### config.mk
export PLATFORM = sky130hd
export DESIGN_NAME = terminal_active_check_parser
export DESIGN_NICKNAME = d
export VERILOG_FILES = /design/src/core/terminal_active_check_pkg.sv /design/src/core/char_class.sv /design/src/core/route_decode.sv /design/src/core/terminal_active_check_parser.sv
export SDC_FILE = /design/constraint.sdc
export NUM_CORES = 2
export LEC_CHECK = 0
export CORE_MARGIN = 2
export CORE_UTILIZATION = 40
export CTS_BUF_LIST = sky130_fd_sc_hd__clkbuf_4 sky130_fd_sc_hd__clkbuf_8
export DETAILED_ROUTE_END_ITERATION = 8
export DONT_BUFFER_PORTS = 1
export PLACE_DENSITY_LB_ADDON = 0.2
export SETUP_SLACK_MARGIN = 0.3
export SLEW_MARGIN = 40
export SYNTH_ARGS = -nofsm -noshare
export SYNTH_HDL_FRONTEND = slang
export SYNTH_SLANG_ARGS = --single-unit
### constraint.sdc
create_clock -name clock_i -period 5 [get_ports clock_i]
set_clock_uncertainty 0.05 [all_clocks]
set_input_delay 0.25 -clock clock_i [delete_from_list [all_inputs] [get_ports clock_i]]
set_output_delay 0.25 -clock clock_i [all_outputs]
set_load 0.005 [all_outputs]
### src/core/terminal_active_check_pkg.sv
// shared constants and types for the terminal mode message parser
package terminal_active_check_pkg;
  localparam int MAX_MSG_CHARS = 122;
  localparam int BRACKET_CHARS = 2;
  localparam int MIN_HEX_BYTES = 3;
  localparam int MIN_SYS_CHARS = 5;

  localparam logic [7:0] CH_START = 8'h5b;
  localparam logic [7:0] CH_STOP = 8'h5d;
  localparam logic [7:0] CH_ABORT = 8'h1b;
  localparam logic [7:0] CH_BACKSPACE = 8'h08;
  localparam logic [7:0] CH_ERASE = 8'h7f;
  localparam logic [7:0] CH_CR = 8'h0d;
  localparam logic [7:0] CH_LF = 8'h0a;
  localparam logic [7:0] CH_CONT = 8'h5c;
  localparam logic [7:0] CH_SPACE = 8'h20;
  localparam logic [7:0] CH_PRINT_LO = 8'h20;
  localparam logic [7:0] CH_PRINT_HI = 8'h7e;
  localparam logic [7:0] CH_DIG_LO = 8'h30;
  localparam logic [7:0] CH_DIG_HI = 8'h39;
  localparam logic [7:0] CH_UC_A = 8'h41;
  localparam logic [7:0] CH_UC_F = 8'h46;
  localparam logic [7:0] CH_LC_A = 8'h61;
  localparam logic [7:0] CH_LC_F = 8'h66;
  localparam logic [7:0] HEX_ALPHA_BASE = 8'h0a;
  // text command prefix and the two commands usable before login
  localparam logic [7:0] CH_PFX0 = 8'h53;
  localparam logic [7:0] CH_PFX1 = 8'h59;
  localparam logic [7:0] CH_PFX2 = 8'h53;
  localparam logic [7:0] CH_PWD = 8'h50;
  localparam logic [7:0] CH_TERMINAL_ACTIVE_CHECK = 8'h54;
  localparam int PFX_CMD_POS = 4;

  localparam int NETFN_MSB = 7;
  localparam int NETFN_LSB = 2;
  localparam int LOW_MSB = 1;
  localparam int LOW_LSB = 0;
  localparam logic [7:0] RC_SOFTWARE_ID = 8'h47;
  localparam logic [1:0] RC_LUN = 2'b00;
  localparam logic [1:0] SMS_LUN = 2'b10;
  localparam logic [1:0] BRIDGE_LOCAL = 2'b00;
  localparam logic [1:0] BRIDGE_ASYNC = 2'b01;

  typedef enum logic [1:0] {NL_CR, NL_LF, NL_CRLF} nl_mode_t;
  typedef enum logic [1:0] {ROUTE_NONE, ROUTE_LOCAL, ROUTE_SMS, ROUTE_BRIDGED} route_t;
  typedef enum logic [1:0] {ST_OK, ST_MALFORMED, ST_UNSUPPORTED, ST_NO_SESSION} status_t;
endpackage

### src/core/char_class.sv
// character classifier: printable test and hex digit decode
`timescale 1ns/1ps
module char_class
  import terminal_active_check_pkg::*;
(
  input wire logic [7:0] ch_i,
  output logic printable_o,
  output logic hex_o,
  output logic [3:0] nibble_o
);
  logic is_dig;
  logic is_uc;
  logic is_lc;
  logic [7:0] val;

  always_comb begin
    printable_o = (ch_i >= CH_PRINT_LO) && (ch_i <= CH_PRINT_HI);
    is_dig = (ch_i >= CH_DIG_LO) && (ch_i <= CH_DIG_HI);
    is_uc = (ch_i >= CH_UC_A) && (ch_i <= CH_UC_F);
    is_lc = (ch_i >= CH_LC_A) && (ch_i <= CH_LC_F);
    hex_o = is_dig || is_uc || is_lc;
    if (is_dig) begin
      val = ch_i - CH_DIG_LO;
    end else if (is_uc) begin
      val = ch_i - CH_UC_A + HEX_ALPHA_BASE;
    end else if (is_lc) begin
      val = ch_i - CH_LC_A + HEX_ALPHA_BASE;
    end else begin
      val = 8'h00;
    end
    nibble_o = val[3:0];
  end
endmodule

### src/core/route_decode.sv
// bridge field, direction and unit decode for binary messages
`timescale 1ns/1ps
module route_decode
  import terminal_active_check_pkg::*;
(
  input wire logic [7:0] hdr1_i,
  input wire logic [7:0] hdr2_i,
  input wire logic inbound_i,
  output route_t route_o,
  output logic supported_o
);
  logic odd_fn;
  logic [1:0] lun;
  logic [1:0] bridge;

  always_comb begin
    odd_fn = hdr1_i[NETFN_LSB];
    lun = hdr1_i[LOW_MSB:LOW_LSB];
    bridge = hdr2_i[LOW_MSB:LOW_LSB];
    route_o = ROUTE_NONE;
    if (inbound_i) begin
      if (!odd_fn && bridge == BRIDGE_LOCAL) begin
        route_o = (lun == SMS_LUN) ? ROUTE_SMS : ROUTE_LOCAL;
      end
    end else if (odd_fn) begin
      if (bridge == BRIDGE_LOCAL) begin
        route_o = (lun == SMS_LUN) ? ROUTE_SMS : ROUTE_LOCAL;
      end else if (bridge == BRIDGE_ASYNC) begin
        route_o = ROUTE_BRIDGED;
      end
    end
    supported_o = (route_o != ROUTE_NONE);
  end
endmodule

### src/core/terminal_active_check_parser.sv
// terminal mode message framer, editor and hex-ASCII decoder
// Operation
// - messages are bracketed and closed by the input newline sequence
// - characters before a start bracket are dropped
// - text prefix case-sensitive; hex digits in either case
// - at most 122 characters including both brackets
// - only printable ASCII is legal content
// - abort key drops message; with line editing, newline echoes newline
// - backspace or erase key removes last unsubmitted character
// - continuation character plus newline joins the next line
// - illegal character clears message and returns to hunting
// - binary command is hex pairs, optionally single-space separated
// - remote console implied software identifier 47h, unit 00b
// - request: netfn even and unit, sequence and bridge, command, data
// - response: odd netfn, command, completion code, then data
// - text commands have the prefix and no bridge or sequence fields
// - bridging only for hex commands by bridge, type, direction, unit
// - host software traffic uses unit 10b with bridge 00b
// - inbound bridge 00b units 00b 01b 11b go to local functions
// - inbound bridge 00b unit 10b queued to host software
// - no other inbound bridge, type, direction, unit combination is supported
// - session must be active before most commands are accepted
// - lowest-privilege commands accepted before a session exists
`timescale 1ns/1ps
module terminal_active_check_parser
  import terminal_active_check_pkg::*;
#(
  parameter int MAX_CHARS = MAX_MSG_CHARS,
  parameter logic [5:0] PRE_SESSION_NETFN = 6'h00
) (
  input wire logic clock_i,
  input wire logic srst_i,
  input wire logic [7:0] rx_data_i,
  input wire logic rx_valid_i,
  input wire logic line_edit_en_i,
  input wire nl_mode_t nl_mode_i,
  input wire logic session_active_i,
  input wire logic resp_valid_i,
  input wire logic [7:0] resp_hdr1_i,
  input wire logic [7:0] resp_hdr2_i,
  output logic rx_ready_o,
  output logic newline_out_o,
  output logic [7:0] msg_data_o,
  output logic msg_valid_o,
  output logic msg_done_o,
  output logic msg_text_o,
  output status_t msg_status_o,
  output route_t msg_route_o,
  output logic [7:0] msg_hdr1_o,
  output logic [7:0] msg_hdr2_o,
  output logic [7:0] msg_cmd_o,
  output logic [7:0] req_software_identifier_o,
  output logic [1:0] req_lun_o,
  output logic resp_done_o,
  output logic resp_ok_o,
  output route_t resp_route_o
);
  localparam int DEPTH = MAX_CHARS - BRACKET_CHARS;
  localparam int CW = $clog2(DEPTH + 1);

  if (MAX_CHARS < MIN_SYS_CHARS + BRACKET_CHARS || MAX_CHARS > 256) begin : g_bad_len
    $error("MAX_CHARS out of range");
  end

  typedef enum logic [2:0] {S_HUNT, S_COLLECT, S_STOP_NL, S_CONT_NL, S_ESC_NL, S_DRAIN,
                            S_FINISH} state_t;

  state_t state_q, state_d;
  logic [CW-1:0] cnt_q, cnt_d, rd_q, rd_d, nbytes_q, nbytes_d;
  logic cr_q, cr_d, lo_q, lo_d, sep_q, sep_d, bad_q, bad_d, text_q, text_d;
  logic pre_q, pre_d;
  logic [3:0] hi_q, hi_d;
  logic [7:0] hdr1_q, hdr1_d, hdr2_q, hdr2_d, cmd_q, cmd_d;
  logic [7:0] buf_q [DEPTH];
  logic wr_en;
  logic [CW-1:0] wr_idx;
  logic [7:0] data_q, data_d;
  logic valid_q, valid_d, done_q, done_d, nlo_q, nlo_d, ready_q, ready_d;
  logic mtext_q, mtext_d;
  status_t stat_q, stat_d;
  route_t route_q, route_d, rroute_q;
  logic [7:0] mh1_q, mh1_d, mh2_q, mh2_d, mcmd_q, mcmd_d;
  logic rdone_q, rok_q;
  logic [7:0] software_identifier_q;
  logic [1:0] lun_q;

  logic fire, rx_print, rx_hex, rd_print, rd_hex, nl_done, nl_part, in_ok, out_ok;
  logic [3:0] rx_nib, rd_nib;
  logic [7:0] rd_ch;
  logic last_cont, at_last;
  route_t in_route, out_route;

  assign fire = rx_valid_i && ready_q;
  assign rd_ch = buf_q[rd_q];
  assign at_last = (rd_q == cnt_q - CW'(1));
  assign last_cont = (cnt_q != '0) && (buf_q[cnt_q - CW'(1)] == CH_CONT);

  char_class u_rx_class (
    .ch_i(rx_data_i),
    .printable_o(rx_print),
    .hex_o(rx_hex),
    .nibble_o(rx_nib)
  );

  char_class u_rd_class (
    .ch_i(rd_ch),
    .printable_o(rd_print),
    .hex_o(rd_hex),
    .nibble_o(rd_nib)
  );

  route_decode u_in_route (
    .hdr1_i(hdr1_q),
    .hdr2_i(hdr2_q),
    .inbound_i(1'b1),
    .route_o(in_route),
    .supported_o(in_ok)
  );

  route_decode u_out_route (
    .hdr1_i(resp_hdr1_i),
    .hdr2_i(resp_hdr2_i),
    .inbound_i(1'b0),
    .route_o(out_route),
    .supported_o(out_ok)
  );

  // newline sequence per configured input mode
  always_comb begin
    nl_part = (nl_mode_i == NL_CRLF) && (rx_data_i == CH_CR);
    nl_done = ((nl_mode_i == NL_CR) && (rx_data_i == CH_CR)) ||
              ((nl_mode_i == NL_LF) && (rx_data_i == CH_LF)) ||
              ((nl_mode_i == NL_CRLF) && (rx_data_i == CH_LF) && cr_q);
  end

  always_comb begin
    state_d = state_q;
    cnt_d = cnt_q;
    rd_d = rd_q;
    nbytes_d = nbytes_q;
    cr_d = fire ? nl_part : cr_q;
    lo_d = lo_q;
    sep_d = sep_q;
    bad_d = bad_q;
    text_d = text_q;
    pre_d = pre_q;
    hi_d = hi_q;
    hdr1_d = hdr1_q;
    hdr2_d = hdr2_q;
    cmd_d = cmd_q;
    wr_en = 1'b0;
    wr_idx = cnt_q;
    data_d = data_q;
    valid_d = 1'b0;
    done_d = 1'b0;
    nlo_d = 1'b0;
    mtext_d = mtext_q;
    stat_d = stat_q;
    route_d = route_q;
    mh1_d = mh1_q;
    mh2_d = mh2_q;
    mcmd_d = mcmd_q;
    case (state_q)
      S_HUNT: begin
        // drop everything but a start bracket
        if (fire && rx_data_i == CH_START) begin
          cnt_d = '0;
          state_d = S_COLLECT;
        end
      end
      S_COLLECT: begin
        if (fire) begin
          if (rx_data_i == CH_ABORT) begin
            state_d = line_edit_en_i ? S_ESC_NL : S_HUNT;
          end else if (rx_data_i == CH_BACKSPACE || rx_data_i == CH_ERASE) begin
            if (cnt_q != '0) begin
              cnt_d = cnt_q - CW'(1);
            end
          end else if (last_cont && (nl_done || nl_part)) begin
            // join next line, drop the continuation mark
            if (nl_done) begin
              cnt_d = cnt_q - CW'(1);
            end else begin
              state_d = S_CONT_NL;
            end
          end else if (!rx_print) begin
            state_d = S_HUNT;
          end else if (rx_data_i == CH_STOP) begin
            state_d = S_STOP_NL;
          end else if (cnt_q == CW'(DEPTH)) begin
            state_d = S_HUNT;
          end else begin
            wr_en = 1'b1;
            cnt_d = cnt_q + CW'(1);
          end
        end
      end
      S_CONT_NL: begin
        if (fire) begin
          // second half of a two-character newline
          if (nl_done) begin
            cnt_d = cnt_q - CW'(1);
            state_d = S_COLLECT;
          end else begin
            state_d = S_HUNT;
          end
        end
      end
      S_STOP_NL: begin
        if (fire) begin
          if (rx_data_i == CH_ABORT) begin
            state_d = line_edit_en_i ? S_ESC_NL : S_HUNT;
          end else if (rx_data_i == CH_BACKSPACE || rx_data_i == CH_ERASE) begin
            // stop bracket taken back, not yet submitted
            state_d = S_COLLECT;
          end else if (nl_done) begin
            rd_d = '0;
            nbytes_d = '0;
            lo_d = 1'b0;
            sep_d = 1'b0;
            bad_d = (cnt_q == '0);
            hdr1_d = 8'h00;
            hdr2_d = 8'h00;
            cmd_d = 8'h00;
            text_d = (cnt_q >= CW'(MIN_SYS_CHARS)) && (buf_q[0] == CH_PFX0) &&
                     (buf_q[1] == CH_PFX1) && (buf_q[2] == CH_PFX2);
            // login and no-op commands before a session
            pre_d = (buf_q[PFX_CMD_POS] == CH_PWD) || (buf_q[PFX_CMD_POS] == CH_TERMINAL_ACTIVE_CHECK);
            state_d = (cnt_q == '0) ? S_FINISH : S_DRAIN;
          end else if (!nl_part) begin
            state_d = S_HUNT;
          end
        end
      end
      S_ESC_NL: begin
        if (fire) begin
          // newline after abort answers with output newline
          if (nl_done) begin
            nlo_d = 1'b1;
            state_d = S_HUNT;
          end else if (!nl_part) begin
            state_d = S_HUNT;
          end
        end
      end
      S_DRAIN: begin
        rd_d = rd_q + CW'(1);
        if (text_q) begin
          data_d = rd_ch;
          valid_d = 1'b1;
        end else if (!lo_q) begin
          // high digit, or one space between pairs
          if (rd_hex) begin
            hi_d = rd_nib;
            lo_d = 1'b1;
            sep_d = 1'b0;
          end else if (rd_ch == CH_SPACE && nbytes_q != '0 && !sep_q) begin
            sep_d = 1'b1;
          end else begin
            bad_d = 1'b1;
          end
        end else if (rd_hex) begin
          data_d = {hi_q, rd_nib};
          valid_d = 1'b1;
          lo_d = 1'b0;
          nbytes_d = nbytes_q + CW'(1);
          if (nbytes_q == CW'(0)) begin
            hdr1_d = {hi_q, rd_nib};
          end else if (nbytes_q == CW'(1)) begin
            hdr2_d = {hi_q, rd_nib};
          end else if (nbytes_q == CW'(2)) begin
            cmd_d = {hi_q, rd_nib};
          end
        end else begin
          bad_d = 1'b1;
        end
        if (at_last || bad_d) begin
          state_d = S_FINISH;
        end
      end
      S_FINISH: begin
        done_d = 1'b1;
        mtext_d = text_q;
        mh1_d = text_q ? 8'h00 : hdr1_q;
        mh2_d = text_q ? 8'h00 : hdr2_q;
        mcmd_d = text_q ? 8'h00 : cmd_q;
        // text commands never route through the bridge
        route_d = text_q ? ROUTE_NONE : in_route;
        if (!text_q && (bad_q || lo_q || sep_q || nbytes_q < CW'(MIN_HEX_BYTES))) begin
          stat_d = ST_MALFORMED;
        end else if (!text_q && !in_ok) begin
          stat_d = ST_UNSUPPORTED;
        end else if (!session_active_i && !(text_q ? pre_q :
                     (hdr1_q[NETFN_MSB:NETFN_LSB] == PRE_SESSION_NETFN))) begin
          stat_d = ST_NO_SESSION;
        end else begin
          stat_d = ST_OK;
        end
        state_d = S_HUNT;
      end
      default: begin
        state_d = S_HUNT;
      end
    endcase
    // input is held off while a submitted message drains
    ready_d = (state_d != S_DRAIN) && (state_d != S_FINISH);
  end

  always_ff @(posedge clock_i) begin
    if (wr_en) begin
      buf_q[wr_idx] <= rx_data_i;
    end
  end

  always_ff @(posedge clock_i) begin
    if (srst_i) begin
      state_q <= S_HUNT;
      cnt_q <= '0;
      rd_q <= '0;
      nbytes_q <= '0;
      cr_q <= 1'b0;
      lo_q <= 1'b0;
      sep_q <= 1'b0;
      bad_q <= 1'b0;
      text_q <= 1'b0;
      pre_q <= 1'b0;
      hi_q <= 4'h0;
      hdr1_q <= 8'h00;
      hdr2_q <= 8'h00;
      cmd_q <= 8'h00;
      data_q <= 8'h00;
      valid_q <= 1'b0;
      done_q <= 1'b0;
      nlo_q <= 1'b0;
      ready_q <= 1'b0;
      mtext_q <= 1'b0;
      stat_q <= ST_OK;
      route_q <= ROUTE_NONE;
      mh1_q <= 8'h00;
      mh2_q <= 8'h00;
      mcmd_q <= 8'h00;
      rdone_q <= 1'b0;
      rok_q <= 1'b0;
      rroute_q <= ROUTE_NONE;
      software_identifier_q <= RC_SOFTWARE_ID;
      lun_q <= RC_LUN;
    end else begin
      state_q <= state_d;
      cnt_q <= cnt_d;
      rd_q <= rd_d;
      nbytes_q <= nbytes_d;
      cr_q <= cr_d;
      lo_q <= lo_d;
      sep_q <= sep_d;
      bad_q <= bad_d;
      text_q <= text_d;
      pre_q <= pre_d;
      hi_q <= hi_d;
      hdr1_q <= hdr1_d;
      hdr2_q <= hdr2_d;
      cmd_q <= cmd_d;
      data_q <= data_d;
      valid_q <= valid_d;
      done_q <= done_d;
      nlo_q <= nlo_d;
      ready_q <= ready_d;
      mtext_q <= mtext_d;
      stat_q <= stat_d;
      route_q <= route_d;
      mh1_q <= mh1_d;
      mh2_q <= mh2_d;
      mcmd_q <= mcmd_d;
      // outbound header check, one cycle later
      rdone_q <= resp_valid_i;
      rok_q <= resp_valid_i && out_ok;
      rroute_q <= resp_valid_i ? out_route : rroute_q;
      // implied remote console identity held in flops
      software_identifier_q <= RC_SOFTWARE_ID;
      lun_q <= RC_LUN;
    end
  end

  assign rx_ready_o = ready_q;
  assign newline_out_o = nlo_q;
  assign msg_data_o = data_q;
  assign msg_valid_o = valid_q;
  assign msg_done_o = done_q;
  assign msg_text_o = mtext_q;
  assign msg_status_o = stat_q;
  assign msg_route_o = route_q;
  assign msg_hdr1_o = mh1_q;
  assign msg_hdr2_o = mh2_q;
  assign msg_cmd_o = mcmd_q;
  // implied remote console identity, registered outputs
  assign req_software_identifier_o = software_identifier_q;
  assign req_lun_o = lun_q;
  assign resp_done_o = rdone_q;
  assign resp_ok_o = rok_q;
  assign resp_route_o = rroute_q;
endmodule

==> summary.txt <==
Placement
  • HPWL after detailed placement: between 100000 and 150000 um
  • Dpl ws: 0.1264 ns
  • PortBufs: 0
  • GP Congestion: 0.9051

Floorplanning
  • # rows: 127
  • Die Y: ~350 um
  • Initial Util: 40.18%
  • Die area: about 120000 um2
  • IO Count: a little under 90
  • Core area: 119500 um2
  • Die W: 350.5 um

Synth
  • #FFs+latches synth: 1070
  • Seq/Total Area, Yosys: 64.63%
  • Largest area contributor in the netlist: edfxtp_1
  • Asr flop ratio synth: 0%
  • Post-synth EDFFs: 960
  • Largest cells by area after synthesis: edfxtp_1 60%, mux4_2 10%, dfxtp_1 4.6%
  • Top FF cell, synth: edfxtp_1
  • Yosys warns: 0
  • Mapped Avg Cell Area: 15.44 um2
  • Number of distinct library cells after synthesis: 100
  • Mapped Cells: between 3000 and 4000
  • Mapped Area: 48010 um2
  • Area share of the largest cell type after synthesis: around three fifths

STA
  • Hold Violations, Final: 0
  • Slew Limit Fails: 0
  • RSZ-0062 raised after global routing: false
  • Actual slew at the worst max-slew pin: 0.8895 ns
  • Slew Limit Headroom: 40.58%
  • Final period util: 91.81%
  • Hold_ws: 0.07209 ns
  • Setup violators final: 0
  • Setup TNS: 0 ns
  • Worst setup margin: 0.4095 ns
  • Fmax: between 200 and 250 MHz
  • Fin crit period: 4.591 ns

Final layout
  • Area of the multi-input gates: roughly 16000 um2
  • Most common cell after layout, fill and taps aside: edfxtp_1
  • Fillers: 10367
  • Syn-to-layout area delta: 15.71%
  • Most frequent cells in the layout: 960 x edfxtp_1, 263 x nor2_1, 219 x mux4_2
  • Layout cell share with drive strength beyond 1: 21.68%
  • Register area: 31050 um2
  • Layout Nets: 3427

Run status
  • Outcome: completed

Flow run
  • Max-cap violations: 0

Critical path
  • Type of origin of the critical path: register
  • R2r startpoint: cnt_q[1]
  • R2r endpoint: cnt_q[0]
  • Worst setup endpoint: cnt_q[0]
  • Worst Reg-to-Reg Cells: 17
  • Critical-path maximum fanout: 13
  • CP Class: reg -> reg
  • CP arrival: 5.30 ns
  • Crit path from: cnt_q[1]
  • R2r setup slk: around 0.41 ns
  • Worst path required time: 5.71 ns
  • Critical path endpoint category: register

Clock tree
  • H-tree levels: 4
  • Clk sink count: roughly 1100
  • CTS buffer count: 178
  • CTS tree: yes
  • Clk buf depth: 3
  • Clock insertion delay at the later pin of the skew report: ~0.9 ns
  • CTS root buffer: clkbuf_8
  • Clock transition at the registers of the reported paths: 0.06 ns

Detailed routing
  • Detail Route Antenna Nets: 0
  • Remaining DRCs: 0
  • First-pass DRT Iterations: 8
  • DR WL/cell: about 31 um
  • Vias per Instance: just over 6
  • Vias: 31780
  • Drt total wl: approximately 160000 um
  • Initial DRC count: 4456

Global route
  • Gr ovfl total: 0
  • Largest net degree at the start of global routing: 125
  • First-pass GRT wire length: 228100 um
  • Number of global-route vias before repair: ~32000
  • GR Util All Layers: roughly a quarter
  • Initial antenna violation count: 10

Power and ir drop
  • Total power: 17.75 mW
  • Leak Pwr: 17.13 nW
  • P per Cell Area: 319.6 nW/um2
  • IR drop worst, VDD: 0.2312 mV

Hold path
  • Hold WC Path Type: in -> reg
[where the power goes]
part	internal [mW]	total, mW	switching, mW
Sequential	9.73	9.73	0.00149
Combinational	0.0387	0.234	0.195
Clock	4.14	7.79	3.65
[critical path, cell delays in order (launching register included)]
cell,delay [ns]
dfxtp_1,0.31
inv_1,0.23
ha_4,0.33
xnor2_2,0.18
buf_4,0.41
nor4_1,0.08
or3_1,0.38
a31oi_1,0.28
a2bb2oi_1,0.34
buf_4,0.21
nand4b_1,0.12
buf_4,0.19
o22ai_1,0.19
nand2_1,0.17
buf_4,0.22
a22o_1,0.23
or4_1,0.40
o31ai_1,0.12
[metal layers]
layer  global-route usage (%)  share of wire [%]  up-vias
met5                        0              0.014        -
li1                         -                  -    13249
met3                    6.129                 10      331
met1                    34.99                 40    16338
met4                    10.65                3.8        4
met2                    40.47                 46     1858
[area by class of cell]
type                       instances  share of cell area (%)
antenna                           13                 0.05856
clock buffer                     228                   5.119
clock inverter                    98                   1.196
inverter                          37                  0.2500
multi-input combinational       1815                   28.71
sequential                      1070                   55.89
tap                             1612                   3.630
timing repair buffer             280                   5.146
[how the worst min path moves through the flow]
stage | start | to | slack (ns) | cells after the start
floorplan | rx_data_i[0] | buf_q[0][0] | 0.30 | 0
global placement | srst_i | msg_data_o[3] | 0.28 | 1
detailed placement | srst_i | msg_data_o[3] | 0.28 | 1
CTS | srst_i | nbytes_q[1] | -0.71 | 1
global route | srst_i | resp_route_o[0] | 0.07 | 4
finish | nl_mode_i[1] | state_q[1] | 0.07 | 6
[through the flow]
stage | cells | instance area (um2) | utilization [%]
2_1_floorplan | 3118 | 48040 | -
3_3_place_gp | 4683 | 50370 | 42.15
3_5_place_dp | 4683 | 50410 | 42.18
4_1_cts | 5125 | 55240 | 46.23
5_1_grt | 5141 | 55530 | 46.47
6_report | 5153 | 55560 | 46.49
[cell usage after synthesis (all sizes together), types with 13 or more instances]
cell,n
or3,13
a22o,15
and4b,14
a31oi,28
or4b,24
nand2b,26
nor4b,54
edfxtp,960
nand3,74
nor2,275
mux2,13
nor4,25
and2,18
and3,13
ha,13
o22ai,16
a22oi,54
nand4,31
mux4,233
nor2b,27
nor3,72
a21oi,84
dfxtp,110
o21ai,71
clkbuf,86
o211ai,18
nand3b,33
nor3b,39
nor4bb,20
a211oi,25
nand4b,50
inv,37
buf,110
mux2i,114
nand2,130
xnor2,19
[timing repair]
| item | in CTS | in global routing |
|---|---|---|
| hold endpoints to repair | 1070 | 45 |
| buffers inserted | 1 | 11 |
| setup endpoints to repair | 36 | 43 |
| hold buffers | 115 | 3 |
| pin swaps | 0 | 1 |
| gates resized for setup | 1 | 14 |
| gates cloned | 0 | 1 |
[cell families after synthesis]
family | share of synthesized area (%)
xor gates and xnor gates | 0.5290
AOI/OAI and AO/OA | 6.591
and+or+nand+nor | 11.52
adders and majority gates | 0.3388
other | 0.01564
muxes | 13.75
buffers and inverters | 2.632
DFF | 64.63
[state kept, by name, indices dropped and copies added, names as in the netlist, 3 cells and up, named ones only]
signal,flops
state_q,3
hi_q,4
nbytes_q,7
hdr2_q,8
rd_q,7
cmd_q,8
msg_hdr2_o,8
msg_hdr1_o,8
cnt_q,7
hdr1_q,8
msg_cmd_o,8
msg_data_o,8
buf_q,960
Note: power is estimated with default switching activity, not from simulation.
